`config.mk`:
```
export PLATFORM = sky130hd
export DESIGN_NAME = bsp_phase_ctrl
export DESIGN_NICKNAME = d
export VERILOG_FILES = /design/src/bsp_pkg.sv /design/src/bsp_phase_ctrl.sv
export SDC_FILE = /design/constraint.sdc
export NUM_CORES = 1
export LEC_CHECK = 0
export ABC_AREA = 1
export BUFFER_PORTS_ARGS = -buffer_cell sky130_fd_sc_hd__buf_2
export CAP_MARGIN = 25
export CORE_UTILIZATION = 40
export CTS_BUF_LIST = sky130_fd_sc_hd__clkbuf_4 sky130_fd_sc_hd__clkbuf_8
export DETAILED_ROUTE_END_ITERATION = 6
export PLACE_DENSITY_LB_ADDON = 0.15
export SLEW_MARGIN = 30
export SYNTH_ARGS = -nofsm -noshare
export SYNTH_HDL_FRONTEND = slang
export SYNTH_SLANG_ARGS = --single-unit
```
`constraint.sdc`:
```
create_clock -name REF_CLK -period 3.6 [get_ports REF_CLK]
set_input_delay 0.72 -clock REF_CLK [delete_from_list [all_inputs] [get_ports REF_CLK]]
set_output_delay 0.72 -clock REF_CLK [all_outputs]
set_load 0.02 [all_outputs]
```
`src/bsp_pkg.sv`:
```
// Shared constants and types for the stepper bridge phase control block.
// Assumes a single 125 MHz clock and an AXI4-Lite register master.
`default_nettype none

package bsp_pkg;

  // Clock and chopping oscillator timing
  localparam int CLK_FREQ_KHZ = 125000;
  localparam int OSC_FREQ_KHZ = 1600;
  localparam logic [7:0] OSC_DIV_RESET = 8'(CLK_FREQ_KHZ / OSC_FREQ_KHZ);
  localparam logic [2:0] OVC_MASK_TICKS = 3'h4;

  // Register map, byte addresses
  localparam int ADDR_W = 4;
  localparam logic [ADDR_W-1:0] REG_CTRL = 4'h0;
  localparam logic [ADDR_W-1:0] REG_STATUS = 4'h4;
  localparam logic [ADDR_W-1:0] REG_DRIVE = 4'h8;

  // Status field positions
  localparam int ST_THERMAL = 0;
  localparam int ST_OVC_A = 1;
  localparam int ST_OVC_B = 2;
  localparam int ST_MOTOR_OK = 3;
  localparam int ST_LOGIC_OK = 4;
  localparam int ST_HOLD = 5;
  localparam int ST_OSC_RUN = 6;

  // Drive register field positions
  localparam int DRV_A_LSB = 0;
  localparam int DRV_B_LSB = 8;

  // Synchroniser vector positions
  localparam int SYNC_W = 12;
  localparam int SI_A_EN1 = 0;
  localparam int SI_A_EN2 = 1;
  localparam int SI_A_DIR = 2;
  localparam int SI_B_EN1 = 3;
  localparam int SI_B_EN2 = 4;
  localparam int SI_B_DIR = 5;
  localparam int SI_HOLD = 6;
  localparam int SI_THERMAL = 7;
  localparam int SI_OVC_A = 8;
  localparam int SI_OVC_B = 9;
  localparam int SI_MOTOR_OK = 10;
  localparam int SI_LOGIC_OK = 11;

  localparam logic [1:0] RESP_OKAY = 2'h0;
  localparam logic [1:0] RESP_SLVERR = 2'h2;

  typedef enum logic [1:0] {
    BSP_LVL_ZERO = 2'b00,
    BSP_LVL_LOW = 2'b01,
    BSP_LVL_MID = 2'b10,
    BSP_LVL_FULL = 2'b11
  } bsp_level_e;

  // One bridge: drive low means both legs high impedance
  typedef struct packed {
    logic drive;
    logic pos_high;
    logic neg_high;
    bsp_level_e level;
  } bsp_bridge_s;

  localparam bsp_bridge_s BRIDGE_OFF = '{1'b0, 1'b0, 1'b0, BSP_LVL_ZERO};

endpackage : bsp_pkg

`default_nettype wire

```
`src/bsp_phase_ctrl.sv`:
```
// Two-channel bipolar stepper bridge phase control with AXI4-Lite status.
// Assumes host pins, trip and supply monitors feed in; one clock, sync reset.
// Notes on behaviour
// - With both enables of a channel low its bridge is high impedance, direction ignored.
// - An enabled channel drives the positive leg high when direction is high, else the negative.
// - Hold input low stops the chopping oscillator and all bridge drivers.
// - A thermal trip switches both bridge outputs off and latches that state.
// - The thermal latch clears only on power-on reset or a high-low-high of the hold input.
// - While either supply monitor reports undervoltage both bridge outputs are forced off.
// - A channel overcurrent trip switches off only that channel and latches.
// - An overcurrent latch clears only on power-on reset or a high-low-high of the hold input.
// - Overcurrent shorter than four oscillator cycles is ignored as noise.
// - While any overcurrent latch is set the chopping oscillator is stopped.
//
// Chosen here: register access over AXI4-Lite and the placing of the registers.
`timescale 1ns/10ps
`default_nettype none

module bsp_phase_ctrl (
  input wire logic REF_CLK,
  input wire logic RESET_N,
  input wire logic CHAN_A_ENABLE_ONE,
  input wire logic CHAN_A_ENABLE_TWO,
  input wire logic CHAN_A_DIRECTION,
  input wire logic CHAN_B_ENABLE_ONE,
  input wire logic CHAN_B_ENABLE_TWO,
  input wire logic CHAN_B_DIRECTION,
  input wire logic HOLD_RELEASE,
  input wire logic THERMAL_TRIP,
  input wire logic [1:0] OVERCURRENT_TRIP,
  input wire logic MOTOR_SUPPLY_OK,
  input wire logic LOGIC_SUPPLY_OK,
  output var bsp_pkg::bsp_bridge_s BRIDGE_A,
  output var bsp_pkg::bsp_bridge_s BRIDGE_B,
  output logic CHOP_OSCILLATOR_TICK,
  input wire logic [bsp_pkg::ADDR_W-1:0] S_AXI_AWADDR,
  input wire logic S_AXI_AWVALID,
  output logic S_AXI_AWREADY,
  input wire logic [31:0] S_AXI_WDATA,
  input wire logic [3:0] S_AXI_WSTRB,
  input wire logic S_AXI_WVALID,
  output logic S_AXI_WREADY,
  output logic [1:0] S_AXI_BRESP,
  output logic S_AXI_BVALID,
  input wire logic S_AXI_BREADY,
  input wire logic [bsp_pkg::ADDR_W-1:0] S_AXI_ARADDR,
  input wire logic S_AXI_ARVALID,
  output logic S_AXI_ARREADY,
  output logic [31:0] S_AXI_RDATA,
  output logic [1:0] S_AXI_RRESP,
  output logic S_AXI_RVALID,
  input wire logic S_AXI_RREADY
);
  import bsp_pkg::*;

  logic [SYNC_W-1:0] raw_in;
  logic [SYNC_W-1:0] sync_meta;
  logic [SYNC_W-1:0] sync_q;
  logic [7:0] osc_div;
  logic [7:0] osc_cnt;
  logic osc_run;
  logic osc_tick;
  logic therm_latch;
  logic [1:0] ovc_latch;
  logic [2:0] ovc_cnt [2];
  logic hold_s;
  logic supply_ok;
  logic [1:0] en1_s;
  logic [1:0] en2_s;
  logic [1:0] dir_s;
  logic [1:0] ovc_s;
  bsp_bridge_s bridge_q [2];
  logic wr_fire;
  logic rd_fire;
  logic [31:0] status_word;
  logic [31:0] drive_word;

  assign raw_in = {LOGIC_SUPPLY_OK, MOTOR_SUPPLY_OK, OVERCURRENT_TRIP, THERMAL_TRIP,
                   HOLD_RELEASE, CHAN_B_DIRECTION, CHAN_B_ENABLE_TWO, CHAN_B_ENABLE_ONE,
                   CHAN_A_DIRECTION, CHAN_A_ENABLE_TWO, CHAN_A_ENABLE_ONE};

  // Two-stage synchroniser, first stage read only by the second
  always_ff @(posedge REF_CLK) begin
    if (!RESET_N) begin
      sync_meta <= '0;
      sync_q <= '0;
    end else begin
      sync_meta <= raw_in;
      sync_q <= sync_meta;
    end
  end

  assign hold_s = sync_q[SI_HOLD];
  assign supply_ok = sync_q[SI_MOTOR_OK] & sync_q[SI_LOGIC_OK];
  assign en1_s = {sync_q[SI_B_EN1], sync_q[SI_A_EN1]};
  assign en2_s = {sync_q[SI_B_EN2], sync_q[SI_A_EN2]};
  assign dir_s = {sync_q[SI_B_DIR], sync_q[SI_A_DIR]};
  assign ovc_s = {sync_q[SI_OVC_B], sync_q[SI_OVC_A]};

  // Chopping oscillator as a gated enable pulse
  assign osc_run = hold_s & ~|ovc_latch;
  assign osc_tick = osc_run && (osc_cnt >= osc_div - 8'h01);
  assign CHOP_OSCILLATOR_TICK = osc_tick;

  always_ff @(posedge REF_CLK) begin
    if (!RESET_N) begin
      osc_cnt <= 8'h00;
    end else if (!osc_run || osc_tick) begin
      osc_cnt <= 8'h00;
    end else begin
      osc_cnt <= osc_cnt + 8'h01;
    end
  end

  // Thermal latch; a trip in the clearing cycle wins
  always_ff @(posedge REF_CLK) begin
    if (!RESET_N) begin
      therm_latch <= 1'b0;
    end else if (sync_q[SI_THERMAL]) begin
      therm_latch <= 1'b1;
    end else if (!hold_s) begin
      therm_latch <= 1'b0;
    end
  end

  // Per-channel overcurrent mask counter, latch and bridge decode
  for (genvar c = 0; c < 2; c++) begin : g_chan
    always_ff @(posedge REF_CLK) begin
      if (!RESET_N) begin
        ovc_cnt[c] <= 3'h0;
      end else if (!ovc_s[c] || !hold_s) begin
        ovc_cnt[c] <= 3'h0;
      end else if (osc_tick && ovc_cnt[c] < OVC_MASK_TICKS) begin
        ovc_cnt[c] <= ovc_cnt[c] + 3'h1;
      end
    end

    always_ff @(posedge REF_CLK) begin
      if (!RESET_N) begin
        ovc_latch[c] <= 1'b0;
      end else if (ovc_s[c] && ovc_cnt[c] == OVC_MASK_TICKS) begin
        ovc_latch[c] <= 1'b1;
      end else if (!hold_s) begin
        ovc_latch[c] <= 1'b0;
      end
    end

    always_ff @(posedge REF_CLK) begin
      if (!RESET_N) begin
        bridge_q[c] <= BRIDGE_OFF;
      end else if (!hold_s || therm_latch || !supply_ok || ovc_latch[c]) begin
        bridge_q[c] <= BRIDGE_OFF;
      end else if (!en1_s[c] && !en2_s[c]) begin
        bridge_q[c] <= BRIDGE_OFF;
      end else begin
        bridge_q[c].drive <= 1'b1;
        bridge_q[c].pos_high <= dir_s[c];
        bridge_q[c].neg_high <= ~dir_s[c];
        bridge_q[c].level <= bsp_level_e'({en1_s[c], en2_s[c]});
      end
    end
  end

  assign BRIDGE_A = bridge_q[0];
  assign BRIDGE_B = bridge_q[1];

  // Register views
  always_comb begin
    status_word = '0;
    status_word[ST_THERMAL] = therm_latch;
    status_word[ST_OVC_A] = ovc_latch[0];
    status_word[ST_OVC_B] = ovc_latch[1];
    status_word[ST_MOTOR_OK] = sync_q[SI_MOTOR_OK];
    status_word[ST_LOGIC_OK] = sync_q[SI_LOGIC_OK];
    status_word[ST_HOLD] = hold_s;
    status_word[ST_OSC_RUN] = osc_run;
    drive_word = '0;
    drive_word[DRV_A_LSB +: $bits(bsp_bridge_s)] = bridge_q[0];
    drive_word[DRV_B_LSB +: $bits(bsp_bridge_s)] = bridge_q[1];
  end

  // AXI4-Lite write: address and data taken together
  assign wr_fire = S_AXI_AWVALID && S_AXI_WVALID && !S_AXI_BVALID;
  assign S_AXI_AWREADY = wr_fire;
  assign S_AXI_WREADY = wr_fire;

  always_ff @(posedge REF_CLK) begin
    if (!RESET_N) begin
      S_AXI_BVALID <= 1'b0;
      S_AXI_BRESP <= RESP_OKAY;
    end else if (wr_fire) begin
      S_AXI_BVALID <= 1'b1;
      if (S_AXI_AWADDR == REG_CTRL || S_AXI_AWADDR == REG_STATUS ||
          S_AXI_AWADDR == REG_DRIVE) begin
        S_AXI_BRESP <= RESP_OKAY;
      end else begin
        S_AXI_BRESP <= RESP_SLVERR;
      end
    end else if (S_AXI_BREADY) begin
      S_AXI_BVALID <= 1'b0;
    end
  end

  // Oscillator divider, zero is held off as one
  always_ff @(posedge REF_CLK) begin
    if (!RESET_N) begin
      osc_div <= OSC_DIV_RESET;
    end else if (wr_fire && S_AXI_AWADDR == REG_CTRL && S_AXI_WSTRB[0]) begin
      if (S_AXI_WDATA[7:0] == 8'h00) begin
        osc_div <= 8'h01;
      end else begin
        osc_div <= S_AXI_WDATA[7:0];
      end
    end
  end

  // AXI4-Lite read
  assign rd_fire = S_AXI_ARVALID && !S_AXI_RVALID;
  assign S_AXI_ARREADY = rd_fire;

  always_ff @(posedge REF_CLK) begin
    if (!RESET_N) begin
      S_AXI_RVALID <= 1'b0;
      S_AXI_RDATA <= 32'h0000_0000;
      S_AXI_RRESP <= RESP_OKAY;
    end else if (rd_fire) begin
      S_AXI_RVALID <= 1'b1;
      S_AXI_RRESP <= RESP_OKAY;
      if (S_AXI_ARADDR == REG_CTRL) begin
        S_AXI_RDATA <= {24'h00_0000, osc_div};
      end else if (S_AXI_ARADDR == REG_STATUS) begin
        S_AXI_RDATA <= status_word;
      end else if (S_AXI_ARADDR == REG_DRIVE) begin
        S_AXI_RDATA <= drive_word;
      end else begin
        S_AXI_RDATA <= 32'h0000_0000;
        S_AXI_RRESP <= RESP_SLVERR;
      end
    end else if (S_AXI_RREADY) begin
      S_AXI_RVALID <= 1'b0;
    end
  end
endmodule : bsp_phase_ctrl

`default_nettype wire

```
---- Yosys cells after proc, flatten, opt, wreduce, memory -nomap -nowiden ----
Memories as Yosys holds them, arrays and structs flattened.
Cells that the tools add are included.
word-level totals
  memories ................................ 2
  logic and storage cells ................. 160
  output and inout port bits .............. 52
  bits in registers ....................... 81
  bits in writable memories ............... 16
cells by class
  equal/unequal tests ..................... 9
  $lt $le $gt $ge ......................... 3
  bitwise logic cells ..................... 21
  add/subtract/negate cells ............... 4
  mux-type cells .......................... 69
  reductions and logical operators ........ 40
memory list
  name      words  width  read ports  clocked after memory_dff  wr ports  line                  text
  bridge_q  2      5      2           0                         2         bsp_phase_ctrl.sv:72  bsp_bridge_s bridge_q [2];
  ovc_cnt   2      3      2           0                         2         bsp_phase_ctrl.sv:65  logic [2:0] ovc_cnt [2];
operators by type and width
  cell                                                   number
  two-way mux 1 bit                                      51
  two-way mux 13 bit                                     3
  two-way mux 5 bit                                      4
  OR 1 bit                                               16
  logical AND 1 bit                                      12
  logical NOT 1 bit                                      12
  two-way mux 2 bit                                      6
  two-way mux 3 bit                                      4
  logical OR 1 bit                                       9
  adder 8 x 1 -> 8 bit, second input constant            1
  == test 4 x 3 -> 1 bit, second input constant          2
  == test 4 bit, second input constant                   2
  greater-or-equal comparator 8 bit                      1
  logical NOT 4 bit                                      2
  logical NOT 8 bit                                      1
  two-way mux 8 bit                                      1
  subtractor 8 x 1 -> 8 bit, second input constant       1
  adder 3 x 1 -> 3 bit, second input constant            2
  == test 3 bit, second input constant                   2
  < comparator 3 bit, second input constant              2
  inequality test 2 x 1 -> 1 bit, second input constant  3
  nonzero test 2 bit                                     2
  OR reduction 2 bit                                     2
  inverter 1 bit                                         3
  AND 1 bit                                              2

---- Logic depth before layout (Yosys ltp) ----
  depth after elaboration ................. 10
  gate-level depth with buffers ........... 13
  gate-level depth less buffers ........... 13

---- Worst setup path before layout ----
Ideal clock, no wire load.
  path type ............................... register to output
  from .................................... register osc_div[0]
  to ...................................... output port CHOP_OSCILLATOR_TICK
  stages on the path, launching flop included .. 12
  path buffers ............................ 0
  data arrival time ....................... 2.059 ns
  slack ................................... 0.821 ns
  path through ............................ dfxtp_1 -> inv_1 -> ha_1 -> nand2_1 -> nor3_1 -> xor2_1 -> inv_1 -> ha_1 -> nand2_1 -> nor2_1 -> nand2_1 -> a21boi_0
between the ends
  cells in the longest elaborated chain, start to end .. 3
ends and longest elaborated chain
  item                               line                   text
  from (decl)                        bsp_phase_ctrl.sv:59   logic [7:0] osc_div;
  from (signal assigned)             bsp_phase_ctrl.sv:212  osc_div <= S_AXI_WDATA[7:0];
  subtractor 8 x 1 -> 8 bit          bsp_phase_ctrl.sv:102  assign osc_tick = osc_run && (osc_cnt >= osc_div - 8'h01);
  greater-or-equal comparator 8 bit  bsp_phase_ctrl.sv:102
  logical AND 1 bit                  bsp_phase_ctrl.sv:102
  to (decl)                          bsp_phase_ctrl.sv:35   output logic CHOP_OSCILLATOR_TICK,
No other way between the ends.

---- Worst setup path in the final report ----
Ends and elaborated chain as after synthesis.

==> results_dict.tcl <==
set metrics [dict create \
    final_cell_mix "nand2_1, inv_1, buf_2" \
    layout-drive-gt1-share 0.201 \
    period_share 0.915 \
    fin_crit_ns 3.29 \
    synth-main-ff-cell "dfxtp_1" \
    nets 569 \
    crit_buf_inv 3 \
    clk_latency_ns 0.34 \
    async_reset_ff_frac 0 \
    io-pin-count 115 \
    syn2layout_area_growth_pct 17.0 \
    path_clk_slew_ns 0.08 \
    wl_per_cell_um 10.8 \
    place_ws_ns 0.664 \
    synth_cell_types 35 \
    outcome "finished, final reports clean" \
    core.rowCount 33 \
    grt_pass1_vias 2402 \
    crit_arrival_ns 2.57 \
    whs_ns 0.414 \
    place.port_buffers 66 \
    dieArea_um2 9120 \
    maxSlewHeadroom 0.634 \
    vdd_ir_drop_max_mv 0.236 \
    clock_path_buffers 2 \
    hpwl_um 4850 \
    drc 0 \
    grt.overflow.total 0 \
    cts-resized-gates 0 \
    numCtsBuffers 9 \
    gp_congestion 0.756 \
    cp_slowest_cell "dfxtp_1" \
    grt_pass1_wl_um 10700 \
    synth.area.top_cells "dfxtp_1, edfxtp_1, nand2_1" \
    die_h_um 95.5 \
    fin_skew_ns 0.0100 \
    setup_ws_ns 0.307 \
    wl_um 6490 \
    cap_violations 0 \
    worstPathMaxFanout 5 \
    h-tree-depth 3 \
    drv_slew 0 \
    max_freq_mhz 304 \
    die_x_um 95.5 \
    yosys.area.top_type "dfxtp_1" \
    synthesis.area_um2 3500 \
    finalHoldViolations 0 \
    cp-end-kind "output pin" \
    drt_first_iter_violations 85 \
    antenna_cells 0 \
    start_util 0.419 \
    core-area_um2 8340 \
    cts_setup_buffers 0 \
    worst_setup_path_start_kind "flip-flop" \
    yosysSeqAreaShare 0.481 \
    required_ns 2.88 \
    cpPeakStageDelay_ns 0.31 \
    root_buffer "clkbuf_8" \
    crit_chain "inv_1 -> ha_1 -> nand2_1 -> nor3_1 -> xor2_1 -> inv_1 -> ha_1 -> nand2_1 -> nor2_1 -> nor2_1 -> a21boi_0 -> buf_2" \
    ys_warn_count 0 \
    synth_cells 417 \
    setup_viol 0 \
    grt_max_degree 56 \
    cts-hold-fix-buffers 0 \
    syn_area_per_cell_um2 8.39 \
    cts_tree "yes" \
    finalSetupTns_ns 0 \
    antenna_found_initial 0 \
    firstDrtPassIters 4 \
    worstMarginPinSlew_ns 0.549 \
    mostFrequentLayoutCell "nand2_1" \
    hp-class "reg2reg" \
    synth_top_area_share 0.343 \
    vias 2621 \
    final_cell_area_um2 4090 \
    placed_area_um2 3850 \
    vias_per_cell 4.35 \
    drt.antenna.violating_nets 0 \
    ys_ff_latch 76 \
    rsz0062_at_grt "false" \
    fin_cells 602 \
    grt_use_total 0.156 \
    placed_cells 586 \
    leakagePower_uw 0.00203 \
    clock_sinks 76 \
    worstSetupPathType "reg2out" \
    synth-edff-count 16 \
    power_density_nw_per_um2 453 \
    cp_top_family "simple AND/OR/NAND/NOR gates" \
]
==> Yosys cell counts (all sizes together), types with 2 or more instances <==
library cell  number
nand3             16
edfxtp            16
a21oi             14
nand2             74
xor2               7
inv               70
a31oi              2
conb               2
buf               28
a211oi             2
clkbuf             5
nand4              4
o21ai             25
nor2              55
ha                14
o211ai             6
xnor2              5
nor3               5
dfxtp             60
==> worst reg2reg max path: stages (launching register included) <==
cell and delay, ns:
dfxtp_1 0.31, inv_1 0.14, ha_1 0.22, nand2_1 0.10
nor3_1 0.18, xor2_1 0.17, inv_1 0.07, ha_1 0.27
nand2_1 0.09, nor2_1 0.06, nor2_1 0.22, nand2_1 0.19
nand3_2 0.13, nand2_1 0.12
==> sequential cells by signal, indices dropped and copies added (netlist names), 2 cells and up <==
register     cells
osc_cnt          8
ovc_cnt          6
sync_meta       12
S_AXI_RDATA     13
bridge_q        10
ovc_latch        2
sync_q          12
osc_div          8
==> per-layer routing <==
layer | share of wire | wire, um | track usage | vias to the layer above
met1 | 0.50 | 3230 | 0.198 | 1140
met3 | 0.041 | 266 | 0.0279 | 10
met4 | 0.025 | 159 | 0.0933 | 0
li1 | - | - | - | 1403
met2 | 0.44 | 2830 | 0.248 | 68
met5 | 0 | 0 | 0 | -
==> metrics by stage <==
step	total power [uW]	utilization
floorplan	1060	-
global placement	1100	0.462
detailed placement	1100	0.462
CTS	1870	0.491
global route	1930	0.491
finish	1850	0.491
==> power by group <==
| group | switching, uW | total, uW | leakage, uW | internal (uW) |
|---|---|---|---|---|
| logic | 113 | 165 | 0.00124 | 52.1 |
| clock network | 315 | 773 | 0.000117 | 458 |
| registers | 15.9 | 915 | 0.000667 | 899 |
==> final timing paths <==
check | start | endpoint | slack [ns] | depth (start not counted)
min | sync_meta[5] | sync_q[5] | 0.41 | 2
max reg2reg | osc_div[0] | ovc_cnt[1][2] | 1.08 | 13
min reg2reg | sync_meta[5] | sync_q[5] | 0.41 | 2
max | osc_div[0] | CHOP_OSCILLATOR_TICK | 0.31 | 12
==> area by class of cell <==
class	count	area, um^2
Fill cell	839	4250
Sequential cell	76	1680
Multi-Input combinational cell	267	1430
Timing Repair Buffer	68	345
Inverter	70	263
Tap cell	105	131
Clock buffer	9	124
Clock inverter	7	115
==> cells by family after synthesis <==
kind of cell / after synthesis / synth area share
buffers and inverters: 103 / 0.141
AOI/OAI and AO/OA: 53 / 0.0880
and+or+nand+nor: 157 / 0.208
other: 2 / 0.00215
adders and majority gates: 14 / 0.0501
xor gates and xnor gates: 12 / 0.0300
DFF: 76 / 0.481
Power figures use the tool's default switching activity.
